File: src/core/aac_consts.svh
`ifndef AAC_CONSTS_SVH
`define AAC_CONSTS_SVH

// Serial command layout
`define AAC_CMD_BITS      5'h10
`define AAC_ADDR_MSB      15
`define AAC_ADDR_LSB      12
`define AAC_DATA_MSB      11

// Command addresses
`define AAC_ADDR_POWER    4'h0
`define AAC_ADDR_DAC_FREQ 4'h1
`define AAC_ADDR_DAC_GA   4'h2
`define AAC_ADDR_DAC_GB   4'h3
`define AAC_ADDR_ADC_CTL  4'h4

// Reset values
`define AAC_DAC_FREQ_RST  12'h68C
`define AAC_DAC_GAIN_RST  12'h000
`define AAC_ADC_CTL_RST   11'h000

// Conversion sequencing
`define AAC_EDGE_SAMPLE   4'h0
`define AAC_EDGE_LOAD     4'hB
`define AAC_AVG_MAX_SHIFT 3'h5
`define AAC_DOUT_BITS     4'hA

// Host timing
`define AAC_SETTLE_NS     3800
`define AAC_CONV_CLK_MAX_HZ 4000000

`endif

File: src/core/aac_pkg.sv
package aac_pkg;

    typedef enum logic [1:0] {
        AAC_PWR_NORMAL,
        AAC_PWR_IDLE,
        AAC_PWR_STANDBY,
        AAC_PWR_SHUTDOWN
    } aac_power_type;

    typedef enum logic {
        AAC_CV_IDLE,
        AAC_CV_RUN
    } aac_conv_type;

    typedef struct packed {
        logic       result_output_enable;
        logic [2:0] clock_divider;
        logic [2:0] average_count;
        logic [1:0] input_select;
        logic       reference_select;
        logic       start_convert;
    } aac_adc_ctl_type;

    typedef struct packed {
        logic [2:0]       enable;
        logic [2:0][11:0] code;
    } aac_dac_bus_type;

    typedef struct packed {
        logic       reference_select;
        logic [1:0] input_select;
        logic       sample_strobe;
        logic       busy;
        logic       result_pending;
    } aac_adc_status_type;

endpackage
File: src/core/aac_control.sv
`timescale 1ns/1ns
`include "aac_consts.svh"

// How it works
// - Stopped system clock freezes the conversion.
// - DAC updates work without system clock.
// - Power-up: frequency DAC 1.1V, gains zero.
// - Shutdown zeroes DACs; wake restores them.
// - Start bit begins conversion, self-clears.
// - Start writes ignored during a conversion.
// - Reference select: zero bandgap, one supply.
// - Input select routes four-way multiplexer.
// - Averaging field sets conversions per start.
// - Each conversion takes twelve conversion edges.
// - Conversion clock is system clock over 2^n.
// - Output enable gates result onto serial output.
// - Sixteen-bit MSB-first commands, latched on deselect.
// - Serial output high busy, low when ready.
// - Unread result blocks further conversions.
module aac_control (
    // Clock and reset
    input  wire logic                    clk_i,
    input  wire logic                    rst_n_i,
    // Serial port pins
    input  wire logic                    cs_n_i,
    input  wire logic                    sclk_i,
    input  wire logic                    din_i,
    input  wire logic                    dout_i,
    output      logic                    dout_o,
    output      logic                    dout_oe_o,
    // System clock pin
    input  wire logic                    sys_clk_i,
    // Converter analog side
    input  wire logic [9:0]              sample_i,
    output      aac_pkg::aac_adc_status_type adc_o,
    output      aac_pkg::aac_dac_bus_type    dac_o,
    output      aac_pkg::aac_power_type      power_o
);
    import aac_pkg::*;

    typedef struct packed {
        logic             cs_s1, cs_s2, cs_d;
        logic             sck_s1, sck_s2, sck_d;
        logic             din_s1, din_s2;
        logic             sys_s1, sys_s2, sys_d;
        logic [15:0]      shift;
        logic [4:0]       bitcnt;
        aac_adc_ctl_type  ctl;
        logic [2:0][11:0] dac;
        aac_dac_bus_type  dac_out;
        aac_power_type    pmode;
        aac_conv_type     phase;
        logic             pending;
        logic             reading;
        logic             strobe;
        logic [3:0]       edge_cnt;
        logic [4:0]       avg_cnt;
        logic [6:0]       div_cnt;
        logic [14:0]      acc;
        logic [9:0]       sample;
        logic [9:0]       result;
        logic [9:0]       out_sh;
        logic             dout;
        logic             dout_oe;
    } aac_state_type;

    aac_state_type st;
    aac_state_type next_st;

    // Averaging code to power-of-two exponent, 11x and 101 both 32
    function automatic logic [2:0] avg_shift(input logic [2:0] code);
        avg_shift = (code > `AAC_AVG_MAX_SHIFT) ? `AAC_AVG_MAX_SHIFT : code;
    endfunction

    function automatic logic [6:0] div_last(input logic [2:0] code);
        div_last = 7'(({1'b0, 7'h7F} >> (3'h7 - code)));
    endfunction

    logic       cs_rise;
    logic       cs_fall;
    logic       sck_rise;
    logic       sck_fall;
    logic       sys_rise;
    logic       conv_tick;
    logic       latch;
    logic [3:0] cmd_addr;
    logic [11:0] cmd_data;
    logic [14:0] acc_sum;
    logic [4:0]  avg_last;

    always_comb begin
        next_st = st;
        next_st.cs_s1  = cs_n_i;
        next_st.cs_s2  = st.cs_s1;
        next_st.cs_d   = st.cs_s2;
        next_st.sck_s1 = sclk_i;
        next_st.sck_s2 = st.sck_s1;
        next_st.sck_d  = st.sck_s2;
        next_st.din_s1 = din_i;
        next_st.din_s2 = st.din_s1;
        next_st.sys_s1 = sys_clk_i;
        next_st.sys_s2 = st.sys_s1;
        next_st.sys_d  = st.sys_s2;
        next_st.strobe = 1'b0;

        cs_rise  = st.cs_s2 & ~st.cs_d;
        cs_fall  = ~st.cs_s2 & st.cs_d;
        sck_rise = st.sck_s2 & ~st.sck_d;
        sck_fall = ~st.sck_s2 & st.sck_d;
        sys_rise = st.sys_s2 & ~st.sys_d;
        cmd_addr = st.shift[`AAC_ADDR_MSB:`AAC_ADDR_LSB];
        cmd_data = st.shift[`AAC_DATA_MSB:0];
        latch    = cs_rise && (st.bitcnt == `AAC_CMD_BITS);
        conv_tick = 1'b0;
        acc_sum  = st.acc + {5'h00, st.sample};
        avg_last = 5'(({4'h0, 1'b1} << avg_shift(st.ctl.average_count)) - 1);

        // Shift in on rising serial clock while selected
        if (cs_fall) begin
            next_st.bitcnt = 5'h00;
        end else if (!st.cs_s2 && sck_rise && st.pmode != AAC_PWR_SHUTDOWN) begin
            next_st.shift = {st.shift[14:0], st.din_s2};
            if (st.bitcnt != `AAC_CMD_BITS) begin
                next_st.bitcnt = st.bitcnt + 5'h01;
            end
        end

        // Conversion sequencing; only system clock edges advance it
        if (st.phase == AAC_CV_RUN && sys_rise) begin
            if (st.div_cnt == div_last(st.ctl.clock_divider)) begin
                next_st.div_cnt = 7'h00;
                conv_tick = 1'b1;
            end else begin
                next_st.div_cnt = st.div_cnt + 7'h01;
            end
        end
        if (conv_tick) begin
            if (st.edge_cnt == `AAC_EDGE_SAMPLE) begin
                next_st.sample = sample_i;
                next_st.strobe = 1'b1;
            end
            if (st.edge_cnt == `AAC_EDGE_LOAD) begin
                next_st.edge_cnt = 4'h0;
                next_st.acc = acc_sum;
                if (st.avg_cnt == avg_last) begin
                    next_st.result = 10'(acc_sum >> avg_shift(st.ctl.average_count));
                    next_st.phase = AAC_CV_IDLE;
                    next_st.pending = 1'b1;
                    next_st.ctl.start_convert = 1'b0;
                end else begin
                    next_st.avg_cnt = st.avg_cnt + 5'h01;
                end
            end else begin
                next_st.edge_cnt = st.edge_cnt + 4'h1;
            end
        end

        // Result readout: falling serial clock, last bit repeats
        if (cs_fall && st.pending && st.ctl.result_output_enable
                && st.phase == AAC_CV_IDLE && st.pmode != AAC_PWR_SHUTDOWN) begin
            next_st.reading = 1'b1;
            next_st.out_sh = st.result;
        end else if (st.reading && !st.cs_s2 && sck_fall) begin
            next_st.out_sh = {st.out_sh[8:0], st.out_sh[0]};
        end
        if (cs_rise && st.reading) begin
            next_st.reading = 1'b0;
            next_st.pending = 1'b0;
        end

        // Command latch; in shutdown only the wake edge counts
        if (cs_rise && st.pmode == AAC_PWR_SHUTDOWN) begin
            next_st.pmode = AAC_PWR_NORMAL;
        end else if (latch) begin
            unique case (cmd_addr)
                `AAC_ADDR_POWER: begin
                    next_st.pmode = aac_power_type'(cmd_data[1:0]);
                end
                `AAC_ADDR_DAC_FREQ: begin
                    next_st.dac[0] = cmd_data;
                end
                `AAC_ADDR_DAC_GA: begin
                    next_st.dac[1] = cmd_data;
                end
                `AAC_ADDR_DAC_GB: begin
                    next_st.dac[2] = cmd_data;
                end
                `AAC_ADDR_ADC_CTL: begin
                    // Whole word dropped while running so the divider stays put
                    if (st.phase == AAC_CV_IDLE) begin
                        if (!cmd_data[0]) begin
                            next_st.ctl = aac_adc_ctl_type'(cmd_data[10:0]);
                            next_st.pending = 1'b0;
                        end else if (!next_st.pending) begin
                            next_st.ctl = aac_adc_ctl_type'(cmd_data[10:0]);
                            next_st.phase = AAC_CV_RUN;
                            next_st.edge_cnt = 4'h0;
                            next_st.avg_cnt = 5'h00;
                            next_st.div_cnt = 7'h00;
                            next_st.acc = 15'h0000;
                        end
                    end
                end
                default: begin
                end
            endcase
        end

        // Registered outputs follow the next state
        for (int i = 0; i < 3; i++) begin
            next_st.dac_out.code[i] = (next_st.pmode == AAC_PWR_SHUTDOWN) ?
                                      12'h000 : next_st.dac[i];
            next_st.dac_out.enable[i] = (next_st.pmode != AAC_PWR_SHUTDOWN);
        end
        next_st.dout_oe = (next_st.phase == AAC_CV_RUN) || next_st.pending;
        next_st.dout = (next_st.phase == AAC_CV_RUN) ? 1'b1 :
                       next_st.reading ? next_st.out_sh[9] : 1'b0;
    end

    always_ff @(posedge clk_i or negedge rst_n_i) begin
        if (!rst_n_i) begin
            st <= '0;
            st.cs_s1 <= 1'b1;
            st.cs_s2 <= 1'b1;
            st.cs_d <= 1'b1;
            st.ctl <= aac_adc_ctl_type'(`AAC_ADC_CTL_RST);
            st.dac[0] <= `AAC_DAC_FREQ_RST;
            st.dac[1] <= `AAC_DAC_GAIN_RST;
            st.dac[2] <= `AAC_DAC_GAIN_RST;
            st.dac_out.code[0] <= `AAC_DAC_FREQ_RST;
            st.dac_out.code[1] <= `AAC_DAC_GAIN_RST;
            st.dac_out.code[2] <= `AAC_DAC_GAIN_RST;
            st.dac_out.enable <= 3'h7;
            st.pmode <= AAC_PWR_NORMAL;
            st.phase <= AAC_CV_IDLE;
        end else begin
            st <= next_st;
        end
    end

    assign dout_o    = st.dout;
    assign dout_oe_o = st.dout_oe;
    assign dac_o     = st.dac_out;
    assign power_o   = st.pmode;
    assign adc_o.reference_select = st.ctl.reference_select;
    assign adc_o.input_select     = st.ctl.input_select;
    assign adc_o.sample_strobe    = st.strobe;
    assign adc_o.busy             = (st.phase == AAC_CV_RUN);
    assign adc_o.result_pending   = st.pending;
endmodule

File: config.mk
export PLATFORM = sky130hd
export DESIGN_NAME = aac_control
export DESIGN_NICKNAME = d
export VERILOG_FILES = /design/src/core/aac_pkg.sv /design/src/core/aac_control.sv
export VERILOG_INCLUDE_DIRS = /design/src /design/src/core
export SDC_FILE = /design/constraint.sdc
export NUM_CORES = 1
export LEC_CHECK = 0
export ABC_CLOCK_PERIOD_IN_PS = 4360
export BUFFER_PORTS_ARGS = -buffer_cell sky130_fd_sc_hd__buf_2
export CAP_MARGIN = 10
export CORE_ASPECT_RATIO = 1.25
export CORE_UTILIZATION = 55
export CTS_CLUSTER_SIZE = 40
export DETAILED_ROUTE_END_ITERATION = 10
export GPL_TIMING_DRIVEN = 0
export PLACE_DENSITY = 0.71
export SYNTH_ARGS = -nofsm -noshare
export SYNTH_HDL_FRONTEND = slang
export SYNTH_SLANG_ARGS = --single-unit
File: constraint.sdc
create_clock -name clk_i -period 4.36 [get_ports clk_i]
set_clock_uncertainty 0.15 [all_clocks]
set_input_delay 0.654 -clock clk_i [delete_from_list [all_inputs] [get_ports clk_i]]
set_output_delay 0.654 -clock clk_i [all_outputs]
set_load 0.01 [all_outputs]
Word-level counts from Yosys, hierarchy flattened
Index checks and enable logic that the tools add are counted.
W data, S select, Z words.

cells by class
  mux-type cells = 57
  bitwise gates (word level) = 13
  add/sub/neg operators = 7
  equal/unequal tests = 14
  reductions and logical operators = 24
  shifts and indexed selects = 3
  magnitude comparators = 1

operators by type and width
  kind                   number
  $mux W31               6
  $mux W37               2
  $mux W12               6
  $mux W10               6
  $mux W35               1
  $mux W5                5
  $mux W11               2
  $mux W2                9
  $add A15 B10 Y15       1
  $mux W15               1
  $shr A15 B3 Y10        1
  $mux W1                14
  $mux W7                2
  $logic_and A1 B1 Y1    12
  $add A5 B1 Y5 const B  2
  $eq A4 B2 Y1 const B   2
  $logic_not A4 Y1       2
  $mux W4                2
  $not A1 Y1             8
  $add A7 B1 Y7 const B  1
  $eq A7 B7 Y1           1
  $shr A7 B3 Y7 const A  1
  $ne A2 B2 Y1 const B   3
  $reduce_and A2 Y1      3
  other kinds (19)       26

word-level totals
  register bits after elaboration = 185
  output and inout port bits = 49
  logic and storage cells = 161
  input port bits = 17

Depth between registers and ports, before layout
  depth after elaboration = 17
  depth in mapped cells = 10
  depth with buffers taken out = 10

Worst setup path before layout
Ideal clock, no wire load.

  path type = register -> register
  start point = register st[22] in the netlist's numbering
  end point = register st[21] in the netlist's numbering
  required time = 4.070 ns
  buffers on the path = 0
  period minus slack after synthesis = 2.651 ns
  library setup time = 0.140 ns
  path slack = 1.709 ns
  arrival time = 2.361 ns
  stages on the path, launching flop included = 11
  cells stage by stage = dfrtp_1 -> ha_1 -> inv_1 -> fa_1 -> nor2b_1 -> o31a_1 -> o21ai_1 -> a211oi_1 -> o22ai_1 -> a2111oi_0 -> a211oi_1

on the way
  cells in the longest elaborated chain, start to end = 2

RTL lines
  what                    RTL line            text
  from (decl)             aac_control.sv:67   aac_state_type st;
  from (signal assigned)  aac_control.sv:237  st <= next_st;
  $add A15 B10 Y15        aac_control.sv:115  acc_sum = st.acc + {5'h00, st.sample};
  $shr A15 B3 Y10         aac_control.sv:146  next_st.result = 10'(acc_sum >> avg_shift(st.ctl.average_count));

No other way between the ends.
A chain may end at the register's enable or synchronous reset.

==> metrics.csv <==
stage,metric,value,unit
power_and_ir_drop,leakage,4.96,nW
floorplanning,die_w,116,µm
logic_synthesis,syn-mean-instance-area,11.0,µm²
floorplanning,num_io_pins,66,
setup_path,worst_r2r_path_depth,10,
logic_synthesis,ys.flop_type,dfrtp_1,
timing,hold_violations,0,
drt,wire_per_inst,16.8,µm
logic_synthesis,syn_inst,819,
global_route,grt_max_degree,126,
logic_synthesis,ys_seq_area_frac,0.515,
layout,syn2layout_area_growth,13.9,%
power_and_ir_drop,power.density,346,nW/µm²
setup_path,reg2reg_slack,0.86,ns
clock_tree,cts_tree,done,
setup_path,critPathMostFrequentCell,clkbuf_1,
clock_tree,clkTransAtPathRegs,0.07,ns
power_and_ir_drop,pwr-share-clk,0.462,
clock_tree,post_cts_buffers,0,
logic_synthesis,netlist_area,8970,µm²
place,gp_congestion,0.901,
setup_path,cp-end-kind,register,
layout,drive_gt1_frac,0.251,
clock_tree,hold_buffers,0,
clock_tree,cts_root_buf,clkbuf_16,
floorplanning,core-area,15800,µm²
drt,drc,0,
timing,rsz0062_at_grt,no,
clock_tree,ctsHtreeMaxLevel,4,
status,status,"complete, no violations",
timing,fin_crit,3.50,ns
floorplanning,die_h,145,µm
min_path,min_path_type,input pin to async pin,
power_and_ir_drop,swShare,0.219,
setup_path,r2r-end,st[44],
floorplanning,initial_core_util,0.569,
drt,vias,6382,
timing,drv_slew,0,
setup_path,worstSetupPathDepth,10,
timing,setup_tns,0,ns
drt,wirelength,18900,µm
setup_path,cpMaxStageDelayCell,clkbuf_1,
logic_synthesis,ys_ff_latch,184,
drt,drt_iter0_markers,336,
place,place_hpwl,13700,µm
timing,timing.fmax,285,MHz
setup_path,startpoint,st[155],
global_route,global_route.overflow_total,0,
setup_path,required,4.49,ns
place,dp_cells,1096,
floorplanning,fp.dieArea,16800,µm²
setup_path,worstSetupEndpoint,st[44],
run,maxCapViolations,0,
clock_tree,clockBufferDepth,2,
setup_path,critPathMaxStageDelay,0.53,ns
setup_path,criticalPathCategory,register to register,
setup_path,critPathTopFamily,buffers and inverters,
layout,final_common_cell,dfrtp_1,
timing,finalCritPeriodShare,0.804,
global_route,grt_use_total,0.241,
drt,viasPerCell,5.66,
clock_tree,insertion_delay,0.43,ns
power_and_ir_drop,power.internal,2.76,mW
place,io_buffers,64,
layout,fin_cells,1128,
logic_synthesis,ys_async_sr_fraction,1.00,
logic_synthesis,synth_edf_count,0,
power_and_ir_drop,p_comb_frac,0.035,
clock_tree,numClockSinks,184,
global_route,grt_pass1_wl,31000,µm
clock_tree,numCtsBuffers,17,
clock_tree,post_cts_resized,0,
logic_synthesis,synth_nets,853,
timing,tightest_slew,1.19,ns
setup_path,worst-path-buf-inv,3,
timing,worst_slack,0.855,ns
logic_synthesis,synth.largest_area_cell,dfrtp_1,
logic_synthesis,netlist-cell-type-count,71,
setup_path,crit-reg2reg-launch,st[155],
global_route,grt_pass1_vias,6400,
power_and_ir_drop,seqPwrFrac,0.503,
power_and_ir_drop,peakVddDrop,0.000267,V
setup_path,start_kind,register,
global_route,antenna_found_initial,0,
floorplanning,row_count,51,
layout,nets,937,
logic_synthesis,synth_area_leaders,"dfrtp_1, mux2_2, dfstp_2",
place,pre_cts_ws,0.912,ns
setup_path,cp_cell_sequence,inv_1 -> ha_1 -> nand4bb_1 -> nor3_1 -> and4_1 -> nand2_1 -> a21oi_1 -> clkbuf_1 -> clkbuf_1 -> nor2_1,
logic_synthesis,netlist.area_leader.share,0.474,
drt,dr.pass1.iters,5,
drt,drt.antenna.violating_nets,0,
logic_synthesis,yosys_warnings,0,
layout,post-route-util,0.649,
power_and_ir_drop,total_power,3.53,mW
setup_path,crit_fanout,10,
layout,layout_common_cells,"dfrtp_1, buf_2, nand2_1",
layout,diodes,0,
timing,slew-limit-headroom,0.203,
power_and_ir_drop,p_switching,0.775,mW
timing,setup_viol_count_final,0,
setup_path,cp.arrival,3.64,ns
## state kept, by name (all words and copies together), names as in the netlist
| name | count |
|---|---|
| dout_oe_o | 1 |
| adc_o | 6 |
| st | 114 |
| cmd_addr | 4 |
| power_o | 2 |
| next_st | 7 |
| cmd_data | 12 |
| dout_o | 1 |
| dac_o | 37 |
## metrics by stage
stage	hold WS, ns	cell area [µm²]
final	0.00748	10200
after global routing	0.0304	10200
after CTS	0.0128	10200
after detailed placement	0.190	9600
after global placement	0.183	9560
after floorplan	0.181	8970
## area by class of cell
cell class,instances,area [µm²]
fillers,1266,5540
repair buffers,65,358
clock inverters,12,189
clock buffers,20,437
flip-flops and latches,184,4620
multi-input cells,530,3760
plain buffers,88,529
inverters,17,63.8
well taps,212,265
## per-layer routing
metal | track usage | part of all wire | wire length, µm | vias up
met4 | 0.119 | 0.039 | 732 | 0
li1 | - | - | - | 3036
met1 | 0.282 | 0.40 | 7640 | 3152
met3 | 0.0421 | 0.033 | 616 | 48
met5 | 0 | 0 | 0 | -
met2 | 0.423 | 0.52 | 9910 | 146
## how the worst min path moves through the flow
stage / start / end / slack (ns)
2_1_floorplan: next_st[177] / next_st[176] / 0.18
3_3_place_gp: next_st[177] / next_st[176] / 0.18
3_5_place_dp: next_st[179] / st[179] / 0.19
4_1_cts: rst_n_i / st[26] / 0.01
5_1_grt: rst_n_i / dout_oe_o / 0.03
6_report: rst_n_i / st[158] / 0.007
## cells by family after synthesis
| group | share of synthesized area |
|---|---|
| XOR/XNOR | 0.0244 |
| multiplexers | 0.113 |
| AND/OR/NAND/NOR | 0.133 |
| adder cells (fa/ha/maj) | 0.0245 |
| flip-flops | 0.515 |
| AO/OA/AOI/OAI | 0.124 |
| buffers and inverters | 0.0661 |
## cell usage after synthesis (15+ instances only)
library cell  instances
a21boi_0             25
ha_1                 16
nand3_1              22
mux2_1               15
mux2_2               57
inv_1                16
a21oi_1              34
nor2_1               56
mux2i_1              20
nand2_1              62
nor3_1               16
dfrtp_1             170
clkbuf_1             31
o21ai_0              24
buf_4                47
## power by group through the flow
stage / logic, mW / registers, mW / clock network (mW)
after floorplan: 0.0645 / 1.79 / 0
after global placement: 0.116 / 1.81 / 0
after detailed placement: 0.126 / 1.81 / 0
after CTS: 0.126 / 1.78 / 1.67
after global routing: 0.141 / 1.78 / 1.73
final: 0.123 / 1.78 / 1.63
(Power assumes the default switching activity.)
